<file path="config.mk">
export PLATFORM = sky130hd
export DESIGN_NAME = drive_command_source_select
export DESIGN_NICKNAME = d
export VERILOG_FILES = /design/src/common/drive_select_pkg.sv /design/src/hw/drive_command_source_select.sv
export VERILOG_INCLUDE_DIRS = /design/src /design/src/common
export SDC_FILE = /design/constraint.sdc
export NUM_CORES = 2
export LEC_CHECK = 0
export BUFFER_PORTS_ARGS = -buffer_cell sky130_fd_sc_hd__buf_2
export CAP_MARGIN = 20
export CORE_AREA = 2 2 289 291
export DETAILED_ROUTE_END_ITERATION = 16
export DIE_AREA = 0 0 291 293
export HOLD_SLACK_MARGIN = 0.15
export PLACE_DENSITY = 0.69
export RECOVER_POWER = 25
export SLEW_MARGIN = 25
export SYNTH_ARGS = -nofsm -noshare
export SYNTH_HDL_FRONTEND = slang
export SYNTH_SLANG_ARGS = --single-unit
</file>
<file path="constraint.sdc">
create_clock -name core_clk -period 33.9 [get_ports core_clk]
set_input_delay 5.085 -clock core_clk [delete_from_list [all_inputs] [get_ports core_clk]]
set_output_delay 5.085 -clock core_clk [all_outputs]
set_load 0.01 [all_outputs]
</file>
<file path="src/common/drive_select_consts.svh">
`ifndef DRIVE_SELECT_CONSTS_SVH
`define DRIVE_SELECT_CONSTS_SVH
`define CLK_PERIOD_NS      5
`define PULSE_GATE_NS      1000000
`define ADDR_SELECT        12'h000
`define ADDR_TERM_MAP      12'h004
`define ADDR_GAINS         12'h008
`define ADDR_MAX_FREQ      12'h00C
`define ADDR_DIGITAL_FREQ  12'h010
`define ADDR_REMOTE_CMD    12'h014
`define ADDR_STATUS        12'h018
`define ADDR_STEP          12'h01C
`define CMD_SRC_MAX        2
`define STOP_SCOPE_MAX     2
`define WIRING_MAX         4
`define SPEED_SRC_MAX      10
`define GAIN_MAX           100
`define PULSE_FUNCTION     23
`define HALF_SCALE_CODE    2048
`define MAX_FREQ_RESET     16'h1388
`define STEP_RESET         16'h0064
`define GAIN_RESET         7'd10
`define STATUS_ESTOP_BIT   2
`endif

</file>
<file path="src/common/drive_select_pkg.sv">
`default_nettype none
package drive_select_pkg;
  typedef logic [15:0] freq_t;
  typedef enum logic [1:0] {SRC_KEYPAD, SRC_TERMINAL, SRC_REMOTE, SRC_ILLEGAL} cmd_source_t;
  typedef enum logic [3:0] {
    SPD_DIGITAL, SPD_DIGITAL_KEEP, SPD_STAGE, SPD_ANALOG1, SPD_ANALOG2, SPD_SUM,
    SPD_DIFF, SPD_PULSE, SPD_BINARY, SPD_OFFSET, SPD_KNOB, SPD_R11, SPD_R12,
    SPD_R13, SPD_R14, SPD_R15
  } speed_source_t;
endpackage : drive_select_pkg
`default_nettype wire

</file>
<file path="src/hw/drive_command_source_select.sv">
// Added by the designer: the address map and the APB register port.
`timescale 1ns/1ps
`default_nettype none
`include "drive_select_consts.svh"
module drive_command_source_select
  import drive_select_pkg::*;
#(
  parameter int unsigned PULSE_GATE_CYCLES = `PULSE_GATE_NS / `CLK_PERIOD_NS
) (
  input  wire logic        core_clk,
  input  wire logic        rstn,
  input  wire logic        ce,
  input  wire logic        psel,
  input  wire logic        penable,
  input  wire logic        pwrite,
  input  wire logic [11:0] paddr,
  input  wire logic [31:0] pwdata,
  input  wire logic [3:0]  pstrb,
  output logic             pready,
  output logic [31:0]      prdata,
  output logic             pslverr,
  input  wire logic [7:0]  programmable_inputs,
  input  wire logic        keypad_run_key,
  input  wire logic        stop_key,
  input  wire logic        up_request,
  input  wire logic        down_request,
  input  wire logic        drive_running,
  input  wire logic        drive_stalling,
  input  wire logic [15:0] stage_frequency,
  input  wire logic [11:0] first_analog_channel,
  input  wire logic [11:0] second_analog_channel,
  input  wire logic [11:0] panel_knob_voltage,
  output logic             run_command,
  output logic             reverse_command,
  output logic             ramp_stop,
  output logic             immediate_stop,
  output logic             emergency_stop_error_code,
  output logic [15:0]      speed_reference,
  output logic             store_request,
  output logic [15:0]      store_value
);

  ////////////////////////////////////////////////////////////////////////////////
  // settings and apb slave
  logic [1:0]  command_source_select;
  logic [1:0]  stop_key_scope;
  logic [2:0]  terminal_wiring_scheme;
  logic        keypad_direction_setting;
  logic [3:0]  speed_reference_source;
  logic [2:0]  ahead_idx;
  logic [2:0]  backward_idx;
  logic [2:0]  hold_idx;
  logic [7:0]  binary_mask;
  logic [4:0]  first_terminal_function;
  logic [6:0]  first_analog_gain;
  logic [6:0]  second_analog_gain;
  freq_t       max_frequency;
  freq_t       digital_frequency;
  freq_t       step_size;
  logic        remote_run;
  logic        remote_reverse;
  logic        stop_latched;
  logic        wr_en;
  logic        addr_ok;

  assign pready  = ce;
  assign wr_en   = psel & penable & pwrite & ce;
  assign addr_ok = (paddr == `ADDR_SELECT) || (paddr == `ADDR_TERM_MAP)
                || (paddr == `ADDR_GAINS) || (paddr == `ADDR_MAX_FREQ)
                || (paddr == `ADDR_DIGITAL_FREQ) || (paddr == `ADDR_REMOTE_CMD)
                || (paddr == `ADDR_STATUS) || (paddr == `ADDR_STEP);
  assign pslverr = psel & penable & ~addr_ok;

  // each field is checked alone so one bad field does not block the rest
  always_ff @(posedge core_clk) begin
    if (!rstn) begin
      command_source_select    <= 2'h0;
      stop_key_scope           <= 2'h0;
      terminal_wiring_scheme   <= 3'h0;
      keypad_direction_setting <= 1'b0;
      speed_reference_source   <= 4'h0;
    end else if (ce && wr_en && paddr == `ADDR_SELECT && pstrb[0] && pstrb[1]) begin
      if (pwdata[1:0] <= 2'(`CMD_SRC_MAX))    command_source_select  <= pwdata[1:0];
      if (pwdata[3:2] <= 2'(`STOP_SCOPE_MAX)) stop_key_scope         <= pwdata[3:2];
      if (pwdata[6:4] <= 3'(`WIRING_MAX))     terminal_wiring_scheme <= pwdata[6:4];
      keypad_direction_setting <= pwdata[7];
      if (pwdata[11:8] <= 4'(`SPEED_SRC_MAX)) speed_reference_source <= pwdata[11:8];
    end
  end

  always_ff @(posedge core_clk) begin
    if (!rstn) begin
      ahead_idx               <= 3'h0;
      backward_idx            <= 3'h1;
      hold_idx                <= 3'h2;
      binary_mask             <= 8'h00;
      first_terminal_function <= 5'h00;
    end else if (ce && wr_en && paddr == `ADDR_TERM_MAP && (&pstrb)) begin
      ahead_idx               <= pwdata[2:0];
      backward_idx            <= pwdata[6:4];
      hold_idx                <= pwdata[10:8];
      binary_mask             <= pwdata[23:16];
      first_terminal_function <= pwdata[28:24];
    end
  end

  always_ff @(posedge core_clk) begin
    if (!rstn) begin
      first_analog_gain  <= `GAIN_RESET;
      second_analog_gain <= `GAIN_RESET;
      max_frequency      <= `MAX_FREQ_RESET;
      step_size          <= `STEP_RESET;
    end else if (ce && wr_en) begin
      if (paddr == `ADDR_GAINS && pwdata[6:0] <= 7'(`GAIN_MAX) && pstrb[0])
        first_analog_gain <= pwdata[6:0];
      if (paddr == `ADDR_GAINS && pwdata[14:8] <= 7'(`GAIN_MAX) && pstrb[1])
        second_analog_gain <= pwdata[14:8];
      if (paddr == `ADDR_MAX_FREQ && pstrb[0] && pstrb[1])
        max_frequency <= pwdata[15:0];
      if (paddr == `ADDR_STEP && pstrb[0] && pstrb[1])
        step_size <= pwdata[15:0];
    end
  end

  // remote computer writes its run and direction through this register
  always_ff @(posedge core_clk) begin
    if (!rstn) begin
      remote_run     <= 1'b0;
      remote_reverse <= 1'b0;
    end else if (ce && wr_en && paddr == `ADDR_REMOTE_CMD && pstrb[0]) begin
      remote_run     <= pwdata[0];
      remote_reverse <= pwdata[1];
    end
  end

  // read data is captured in the setup cycle, so it is ready at the access edge
  always_ff @(posedge core_clk) begin
    if (!rstn) begin
      prdata <= 32'h0000_0000;
    end else if (ce && psel && !penable) begin
      unique case (paddr)
        `ADDR_SELECT:       prdata <= {20'h0_0000, speed_reference_source,
                                       keypad_direction_setting, terminal_wiring_scheme,
                                       stop_key_scope, command_source_select};
        `ADDR_TERM_MAP:     prdata <= {3'h0, first_terminal_function, binary_mask, 5'h00,
                                       hold_idx, 1'b0, backward_idx, 1'b0, ahead_idx};
        `ADDR_GAINS:        prdata <= {17'h0_0000, second_analog_gain, 1'b0, first_analog_gain};
        `ADDR_MAX_FREQ:     prdata <= {16'h0000, max_frequency};
        `ADDR_DIGITAL_FREQ: prdata <= {16'h0000, digital_frequency};
        `ADDR_REMOTE_CMD:   prdata <= {30'h0000_0000, remote_reverse, remote_run};
        `ADDR_STATUS:       prdata <= {speed_reference, 12'h000, stop_latched,
                                       emergency_stop_error_code, reverse_command, run_command};
        `ADDR_STEP:         prdata <= {16'h0000, step_size};
        default:            prdata <= 32'h0000_0000;
      endcase
    end
  end

  ////////////////////////////////////////////////////////////////////////////////
  // terminal input conditioning
  logic [7:0] sync1;
  logic [7:0] sync2;
  logic [7:0] sync3;
  logic [7:0] terminals;
  logic [7:0] terminals_prev;

  // a bit moves only once the second and third stage agree
  always_ff @(posedge core_clk) begin
    if (!rstn) begin
      sync1          <= 8'h00;
      sync2          <= 8'h00;
      sync3          <= 8'h00;
      terminals      <= 8'h00;
      terminals_prev <= 8'h00;
    end else if (ce) begin
      sync1          <= programmable_inputs;
      sync2          <= sync1;
      sync3          <= sync2;
      terminals      <= (sync2 & sync3) | (terminals & (sync2 ^ sync3));
      terminals_prev <= terminals;
    end
  end

  logic ahead_lvl;
  logic backward_lvl;
  logic hold_lvl;
  logic ahead_rise;
  logic backward_rise;
  assign ahead_lvl     = terminals[ahead_idx];
  assign backward_lvl  = terminals[backward_idx];
  assign hold_lvl      = terminals[hold_idx];
  assign ahead_rise    = ahead_lvl & ~terminals_prev[ahead_idx];
  assign backward_rise = backward_lvl & ~terminals_prev[backward_idx];

  ////////////////////////////////////////////////////////////////////////////////
  // stop key scope
  cmd_source_t source;
  logic        key_honoured;
  logic        key_hard;
  logic        stall_stop;
  logic        key_event;
  assign source = cmd_source_t'(command_source_select);

  always_comb begin
    key_honoured = 1'b0;
    key_hard     = 1'b0;
    unique case (source)
      SRC_KEYPAD:   key_honoured = 1'b1;
      SRC_TERMINAL: begin
        key_honoured = (stop_key_scope == 2'h1)
                    || (stop_key_scope == 2'h2 && terminal_wiring_scheme >= 3'h2);
        key_hard     = (stop_key_scope == 2'h1);
      end
      SRC_REMOTE:   begin
        key_honoured = (stop_key_scope != 2'h0);
        key_hard     = (stop_key_scope == 2'h1);
      end
      default:      key_honoured = 1'b0;
    endcase
  end

  assign stall_stop = stop_key & drive_running & drive_stalling;
  assign key_event  = stop_key & drive_running & key_honoured;

  always_ff @(posedge core_clk) begin
    if (!rstn) begin
      ramp_stop      <= 1'b0;
      immediate_stop <= 1'b0;
    end else if (ce) begin
      ramp_stop      <= key_event & ~key_hard & ~stall_stop;
      immediate_stop <= (key_event & key_hard) | stall_stop;
    end
  end

  // sticky; a new stop event wins over a software clear in the same cycle
  always_ff @(posedge core_clk) begin
    if (!rstn) begin
      emergency_stop_error_code <= 1'b0;
    end else if (ce) begin
      if ((key_event & key_hard) | stall_stop)
        emergency_stop_error_code <= 1'b1;
      else if (wr_en && paddr == `ADDR_STATUS && pstrb[0] && pwdata[`STATUS_ESTOP_BIT])
        emergency_stop_error_code <= 1'b0;
    end
  end

  ////////////////////////////////////////////////////////////////////////////////
  // run and direction from the chosen source
  logic keypad_run;
  logic term_run;
  logic term_rev;
  logic src_run;
  logic src_rev;
  logic lvl_run;
  logic lvl_rev;

  always_ff @(posedge core_clk) begin
    if (!rstn) begin
      keypad_run <= 1'b0;
    end else if (ce) begin
      if (key_event | stall_stop)
        keypad_run <= 1'b0;
      else if (keypad_run_key && source == SRC_KEYPAD)
        keypad_run <= 1'b1;
    end
  end

  // latched schemes: three-line types and direction pulse
  always_ff @(posedge core_clk) begin
    if (!rstn) begin
      term_run <= 1'b0;
      term_rev <= 1'b0;
    end else if (ce) begin
      if (key_event | stall_stop) begin
        term_run <= 1'b0;
      end else begin
        unique case (terminal_wiring_scheme)
          3'h2: begin
            if (!hold_lvl) term_run <= 1'b0;
            else if (ahead_rise) begin
              term_run <= 1'b1;
              term_rev <= 1'b0;
            end else if (backward_rise) begin
              term_run <= 1'b1;
              term_rev <= 1'b1;
            end
          end
          3'h3: begin
            if (!hold_lvl) term_run <= 1'b0;
            else if (ahead_rise) term_run <= 1'b1;
            term_rev <= backward_lvl;
          end
          3'h4: begin
            if (ahead_rise) begin
              term_run <= ~(term_run & ~term_rev);
              term_rev <= 1'b0;
            end else if (backward_rise) begin
              term_run <= ~(term_run & term_rev);
              term_rev <= 1'b1;
            end
          end
          default: term_run <= 1'b0;
        endcase
      end
    end
  end

  always_comb begin
    lvl_run = 1'b0;
    lvl_rev = 1'b0;
    unique case (terminal_wiring_scheme)
      3'h0: begin
        lvl_run = ahead_lvl ^ backward_lvl;
        lvl_rev = backward_lvl;
      end
      3'h1: begin
        lvl_run = ahead_lvl;
        lvl_rev = backward_lvl;
      end
      default: begin
        lvl_run = term_run;
        lvl_rev = term_rev;
      end
    endcase
  end

  always_comb begin
    src_run = 1'b0;
    src_rev = 1'b0;
    unique case (source)
      SRC_KEYPAD: begin
        src_run = keypad_run;
        src_rev = keypad_direction_setting;
      end
      SRC_TERMINAL: begin
        src_run = lvl_run;
        src_rev = lvl_rev;
      end
      SRC_REMOTE: begin
        src_run = remote_run;
        src_rev = remote_reverse;
      end
      default: src_run = 1'b0;
    endcase
  end

  // a stopped level source must let go before it can run again
  always_ff @(posedge core_clk) begin
    if (!rstn) begin
      stop_latched <= 1'b0;
    end else if (ce) begin
      if (key_event | stall_stop) stop_latched <= 1'b1;
      else if (!src_run) stop_latched <= 1'b0;
    end
  end

  always_ff @(posedge core_clk) begin
    if (!rstn) begin
      run_command     <= 1'b0;
      reverse_command <= 1'b0;
    end else if (ce) begin
      run_command     <= src_run & ~stop_latched & ~(key_event | stall_stop);
      reverse_command <= src_rev;
    end
  end

  ////////////////////////////////////////////////////////////////////////////////
  // digital frequency, stage trim, pulse rate
  speed_source_t     spd;
  logic [16:0]       up_sum;
  logic signed [17:0] trim;
  logic signed [17:0] stage_sum;
  logic [31:0]       gate_count;
  logic [15:0]       pulse_count;
  freq_t             pulse_rate;
  logic              stage_mode;
  assign spd        = speed_source_t'(speed_reference_source);
  assign stage_mode = (spd == SPD_STAGE);
  assign up_sum     = {1'b0, digital_frequency} + {1'b0, step_size};

  always_ff @(posedge core_clk) begin
    if (!rstn) begin
      digital_frequency <= 16'h0000;
      store_request     <= 1'b0;
    end else if (ce) begin
      store_request <= 1'b0;
      if (wr_en && paddr == `ADDR_DIGITAL_FREQ && pstrb[0] && pstrb[1]) begin
        digital_frequency <= pwdata[15:0];
        store_request     <= (spd == SPD_DIGITAL_KEEP);
      end else if (!stage_mode && up_request && !down_request) begin
        digital_frequency <= (up_sum > {1'b0, max_frequency}) ? max_frequency : up_sum[15:0];
        store_request     <= (spd == SPD_DIGITAL_KEEP);
      end else if (!stage_mode && down_request && !up_request) begin
        digital_frequency <= (digital_frequency > step_size) ?
                             digital_frequency - step_size : 16'h0000;
        store_request     <= (spd == SPD_DIGITAL_KEEP);
      end
    end
  end
  assign store_value = digital_frequency;

  // trim lives only in flip-flops, so it is gone after power loss
  always_ff @(posedge core_clk) begin
    if (!rstn) begin
      trim <= 18'sd0;
    end else if (ce && stage_mode) begin
      if (up_request && !down_request) trim <= trim + $signed({2'b00, step_size});
      else if (down_request && !up_request) trim <= trim - $signed({2'b00, step_size});
    end
  end
  assign stage_sum = $signed({2'b00, stage_frequency}) + trim;

  // rate is edges per gate window; only valid with the pulse function on input 0
  always_ff @(posedge core_clk) begin
    if (!rstn) begin
      gate_count  <= 32'h0000_0000;
      pulse_count <= 16'h0000;
      pulse_rate  <= 16'h0000;
    end else if (ce) begin
      if (gate_count >= 32'(PULSE_GATE_CYCLES - 1)) begin
        gate_count  <= 32'h0000_0000;
        pulse_rate  <= pulse_count;
        pulse_count <= 16'h0000;
      end else begin
        gate_count <= gate_count + 32'h0000_0001;
        if (terminals[0] && !terminals_prev[0] && pulse_count != 16'hFFFF
            && first_terminal_function == 5'(`PULSE_FUNCTION))
          pulse_count <= pulse_count + 16'h0001;
      end
    end
  end

  ////////////////////////////////////////////////////////////////////////////////
  // reference arithmetic
  logic signed [20:0] prod1;
  logic signed [20:0] prod2;
  logic signed [20:0] mix;
  logic [11:0]        analog_sel;
  logic [27:0]        analog_scaled;
  logic [7:0]         binary_value;
  logic [23:0]        binary_scaled;
  freq_t              next_reference;

  assign prod1 = $signed({9'h000, first_analog_channel}) * $signed({14'h0000, first_analog_gain});
  always_comb begin
    prod2 = $signed({9'h000, second_analog_channel}) * $signed({14'h0000, second_analog_gain});
    mix   = 21'sd0;
    if (spd == SPD_OFFSET)
      prod2 = ($signed({9'h000, second_analog_channel}) - 21'sd`HALF_SCALE_CODE)
            * $signed({14'h0000, second_analog_gain});
    unique case (spd)
      SPD_SUM, SPD_OFFSET: mix = (prod1 + prod2) / 21'sd10;
      SPD_DIFF:            mix = (prod1 - prod2) / 21'sd10;
      default:             mix = 21'sd0;
    endcase
  end

  always_comb begin
    analog_sel = 12'h000;
    unique case (spd)
      SPD_ANALOG1: analog_sel = first_analog_channel;
      SPD_ANALOG2: analog_sel = second_analog_channel;
      SPD_KNOB:    analog_sel = panel_knob_voltage;
      default:     analog_sel = (mix < 21'sd0) ? 12'h000 :
                                (mix > 21'sd4095) ? 12'hFFF : mix[11:0];
    endcase
  end
  assign analog_scaled = {16'h0000, analog_sel} * {12'h000, max_frequency};
  assign binary_value  = terminals & binary_mask;
  assign binary_scaled = ({16'h0000, binary_value} * {8'h00, max_frequency}) / 24'd255;

  always_comb begin
    next_reference = 16'h0000;
    unique case (spd)
      SPD_DIGITAL, SPD_DIGITAL_KEEP: next_reference = digital_frequency;
      SPD_STAGE:  next_reference = (stage_sum < 18'sd0) ? 16'h0000 :
                                   (stage_sum > $signed({2'b00, max_frequency})) ?
                                   max_frequency : stage_sum[15:0];
      SPD_ANALOG1, SPD_ANALOG2, SPD_SUM, SPD_DIFF, SPD_OFFSET, SPD_KNOB:
        next_reference = analog_scaled[27:12];
      SPD_PULSE:  next_reference = (pulse_rate > max_frequency) ? max_frequency : pulse_rate;
      SPD_BINARY: next_reference = binary_scaled[15:0];
      default:    next_reference = 16'h0000;
    endcase
  end

  always_ff @(posedge core_clk) begin
    if (!rstn) begin
      speed_reference <= 16'h0000;
    end else if (ce) begin
      speed_reference <= next_reference;
    end
  end

endmodule : drive_command_source_select
`default_nettype wire

</file>
==> reports/metrics.csv <==
stage;metric;value;unit
worst_setup_path;slowest CP cell;a2111oi_1;
yosys;Yosys reg bits;278;
yosys;Synth Area per Inst;7.86;um2
timing;Setup Skew;0.0300;ns
yosys;asr flop ratio synth;0;%
timing;Final Max Tran Viols;51;
die;die area;0.0853;mm2
yosys;synthesized area;0.0447;mm2
yosys;synth unique cells;124;
cells_and_area;commonest cells after routing, fill and taps aside;nand2_1 (718), inv_1 (642), fa_1 (394), ha_1 (373), a21oi_1 (345);
status;outcome;complete, but fails checks;
timing;final hold slack;0.475;ns
global_routing;GRT Total Usage;32.0;%
worst_setup_path;Critical Path Source;second_analog_channel[3];
clock_network;CTS Sinks;278;
power;Peak VDD IR;269;uV
min_path;Hold Startpoint;prdata[30];
yosys;Cells after Synth;5683;
worst_setup_path;worst r2r src;second_analog_gain[3];
worst_setup_path;Critical Path Max Stage Delay;0.84;ns
clock_network;# Post-CTS Setup Buffers;0;
die;core box area;0.0818;mm2
die;Die X-Extent;291;um
worst_setup_path;CP Class;input port to register;
placed_design;pre-CTS setup slack;5.71;ns
clock_network;clk_lat worst skew;0.58;ns
global_routing;vias in the first global route;40800;
timing;Setup WS post-layout;6.02;ns
global_routing;Remaining Overflow, GRT;0;
drt;WL final;138000;um
global_routing;wire length of the first global-routing pass;222000;um
drt;routed vias;42100;
global_routing;largest net degree at the start of global routing;137;
drt;DRT iter0 DRCs;3703;
power;PwrDens;60.2;mW/mm2
die;chip height;293;um
drt;DRT antenna net count;0;
placed_design;DP HPWL;109000;um
worst_setup_path;Required @ worst endpoint;34.37;ns
clock_network;post-CTS sizing;0;
clock_network;CTS tree;done;
drt;drc violations;0;
placed_design;IO Port Bufs;188;
timing;RSZ-0062 raised after global routing;no;
cells_and_area;nets;6584;
yosys;EDFF count, synth;0;
worst_setup_path;CP Max Fanout;20;
drt;post-DR wirelength/cell;20.4;um
clock_network;Hold Buf Count CTS;0;
clock_network;Num CTS Buffers;28;
cells_and_area;final instance area;0.0473;mm2
worst_setup_path;crit path launch type;input port;
clock_network;Root Buffer;clkbuf_16;
cells_and_area;ant diodes;0;
timing;Tcrit/Tclk final;82.3;%
drt;DRT Pass-1 Iters;9;
yosys;syn nets;6570;
worst_setup_path;Critical Path AT;28.35;ns
status;failing checks;capacitance limit, slew limit;
timing;fmax;35.9;MHz
timing;Tightest Pin Transition;3.08;ns
die;Rows;105;
global_routing;initial antenna violation count;0;
worst_setup_path;most used cell, CP;fa_1;
clock_network;H-tree levels;1;
drt;vias per cell;6.20;
worst_setup_path;kind of end point of the critical path;register;
job;Max-cap violations;1;
yosys;sequential share of the synthesized area;12.5;%
cells_and_area;commonest non-fill, non-tap cell in the layout;nand2_1;
power;Total Power;2850;uW
yosys;Post-synth top flop;dfxtp_1;
timing;Setup TNS Final;0;ns
cells_and_area;Area Overhead vs Synth;5.94;%
timing;Final min period;27.88;ns
clock_network;CTS Buffer Depth;3;
timing;relative slew slack;-105;%
timing;Setup violations, final;0;
placed_design;Placer Congestion;0.958;
cells_and_area;# fillers;7795;
clock_network;CTS clock-pin slew for the worst setup and hold paths;0.06;ns
cells_and_area;proportion of layout cells with a drive suffix above 1;6.56;%
timing;final hold vios;0;
power;Pleak;0.0214;uW
min_path;Hold WC Path Type;register to register;
die;I/O pin cnt;192;
yosys;synthesis warning total;0;
die;Initial Utilization;54.6;%
placed_design;Area after DPL;0.0465;mm2
registers in the layout (all words and copies together), names as in the netlist, 16 cells and up:
register / cells
step_size: 16
prdata: 32
trim: 18
pulse_rate: 16
pulse_count: 16
gate_count: 32
speed_reference: 16
max_frequency: 16
store_value: 16
metal layers:
layer	up-vias	part of all wire (%)	track usage (%)
li1	19800	-	-
met1	20300	43	42.5
met2	1651	46	53.1
met3	301	7.4	3.74
met4	0	4.2	12.9
met5	-	0	0
Yosys cell counts, types with 14 or more instances:
cell      count  area [um2]
dfxtp_1     278        5570
nor2_1      304        1140
o21bai_1     60         450
nand3_1      99         495
nor4_1       45         282
a221oi_1     23         201
o22ai_1      19         119
o211a_1      14         140
o41ai_1      15         131
nand4_1      59         369
a222oi_1     23         230
xnor2_1     162        1420
nor2b_1     107         669
a211oi_1     44         330
xor2_1      108         946
or3_1        50         313
nand2b_1     36         225
inv_1       642        2410
a22oi_1      45         338
a21o_1       68         510
o21a_1       41         308
fa_1        394        7890
a21oi_1     346        1730
o211ai_1     66         495
a21boi_0     89         668
a31oi_1      61         382
o221ai_1     22         193
o21ai_1      25         125
ha_1        373        4670
nor3_1       96         480
clkbuf_1    238         893
o21ai_0     238        1190
nand2_1     718        2700
and3_1       94         588
and4_1       18         158
mux2i_1     120        1200
o31ai_1      25         188
buf_1        22        82.6
or2_2        19         119
a211o_1      18         158
and2_1      152         951
kinds of logic (layout without fill, tap and decap cells):
group	after synthesis	after routing	synth area share, %
adders and majority gates	770	770	28.2
DFF	278	278	12.5
and+or+nand+nor	1883	1883	20.7
muxes	140	140	3.46
AOI/OAI and AO/OA	1427	1427	22.1
xor gates and xnor gates	272	272	5.38
buffers and inverters	913	946	7.71
cell type report:
cell class	instances	area, um2	share of cell area [%]
timing repair buffer	253	1360	2.87
tap	1070	1340	2.83
multi-input combinational	4492	35700	75.5
inverter	644	2420	5.11
clock buffer	34	764	1.61
sequential	278	5570	11.8
clock inverter	15	169	0.357
worst paths after layout:
check / slack (ns) / endpoint / cells after the start
worst max-delay path: 6.02 / speed_reference[14] / 82
worst min-delay path: 0.48 / prdata[30] / 2
worst max register to register: 9.94 / speed_reference[14] / 81
worst min register to register: 0.48 / prdata[30] / 2
stage by stage:
stage                     instances  util [%]
after floorplan                5683         -
after global placement         6735      56.8
after detailed placement       6736      56.8
after CTS                      6785      57.9
after global routing           6786      57.8
final                          6786      57.8
report_power, final:
group | leakage [uW] | internal, uW | switching [uW]
Clock | 0.000454 | 183 | 140
Sequential | 0.00224 | 336 | 21.1
Combinational | 0.0187 | 805 | 1360
Total | 0.0214 | 1320 | 1530
critical path: cells and delay by family:
kind,cells,cell delay (ns)
buffers and inverters,11,1.25
xor gates and xnor gates,5,1.73
muxes,1,0.29
and+or+nand+nor,20,5.05
adders and majority gates,13,5.68
AOI/OAI and AO/OA,32,9.20
Power figures use the tool's default switching activity.
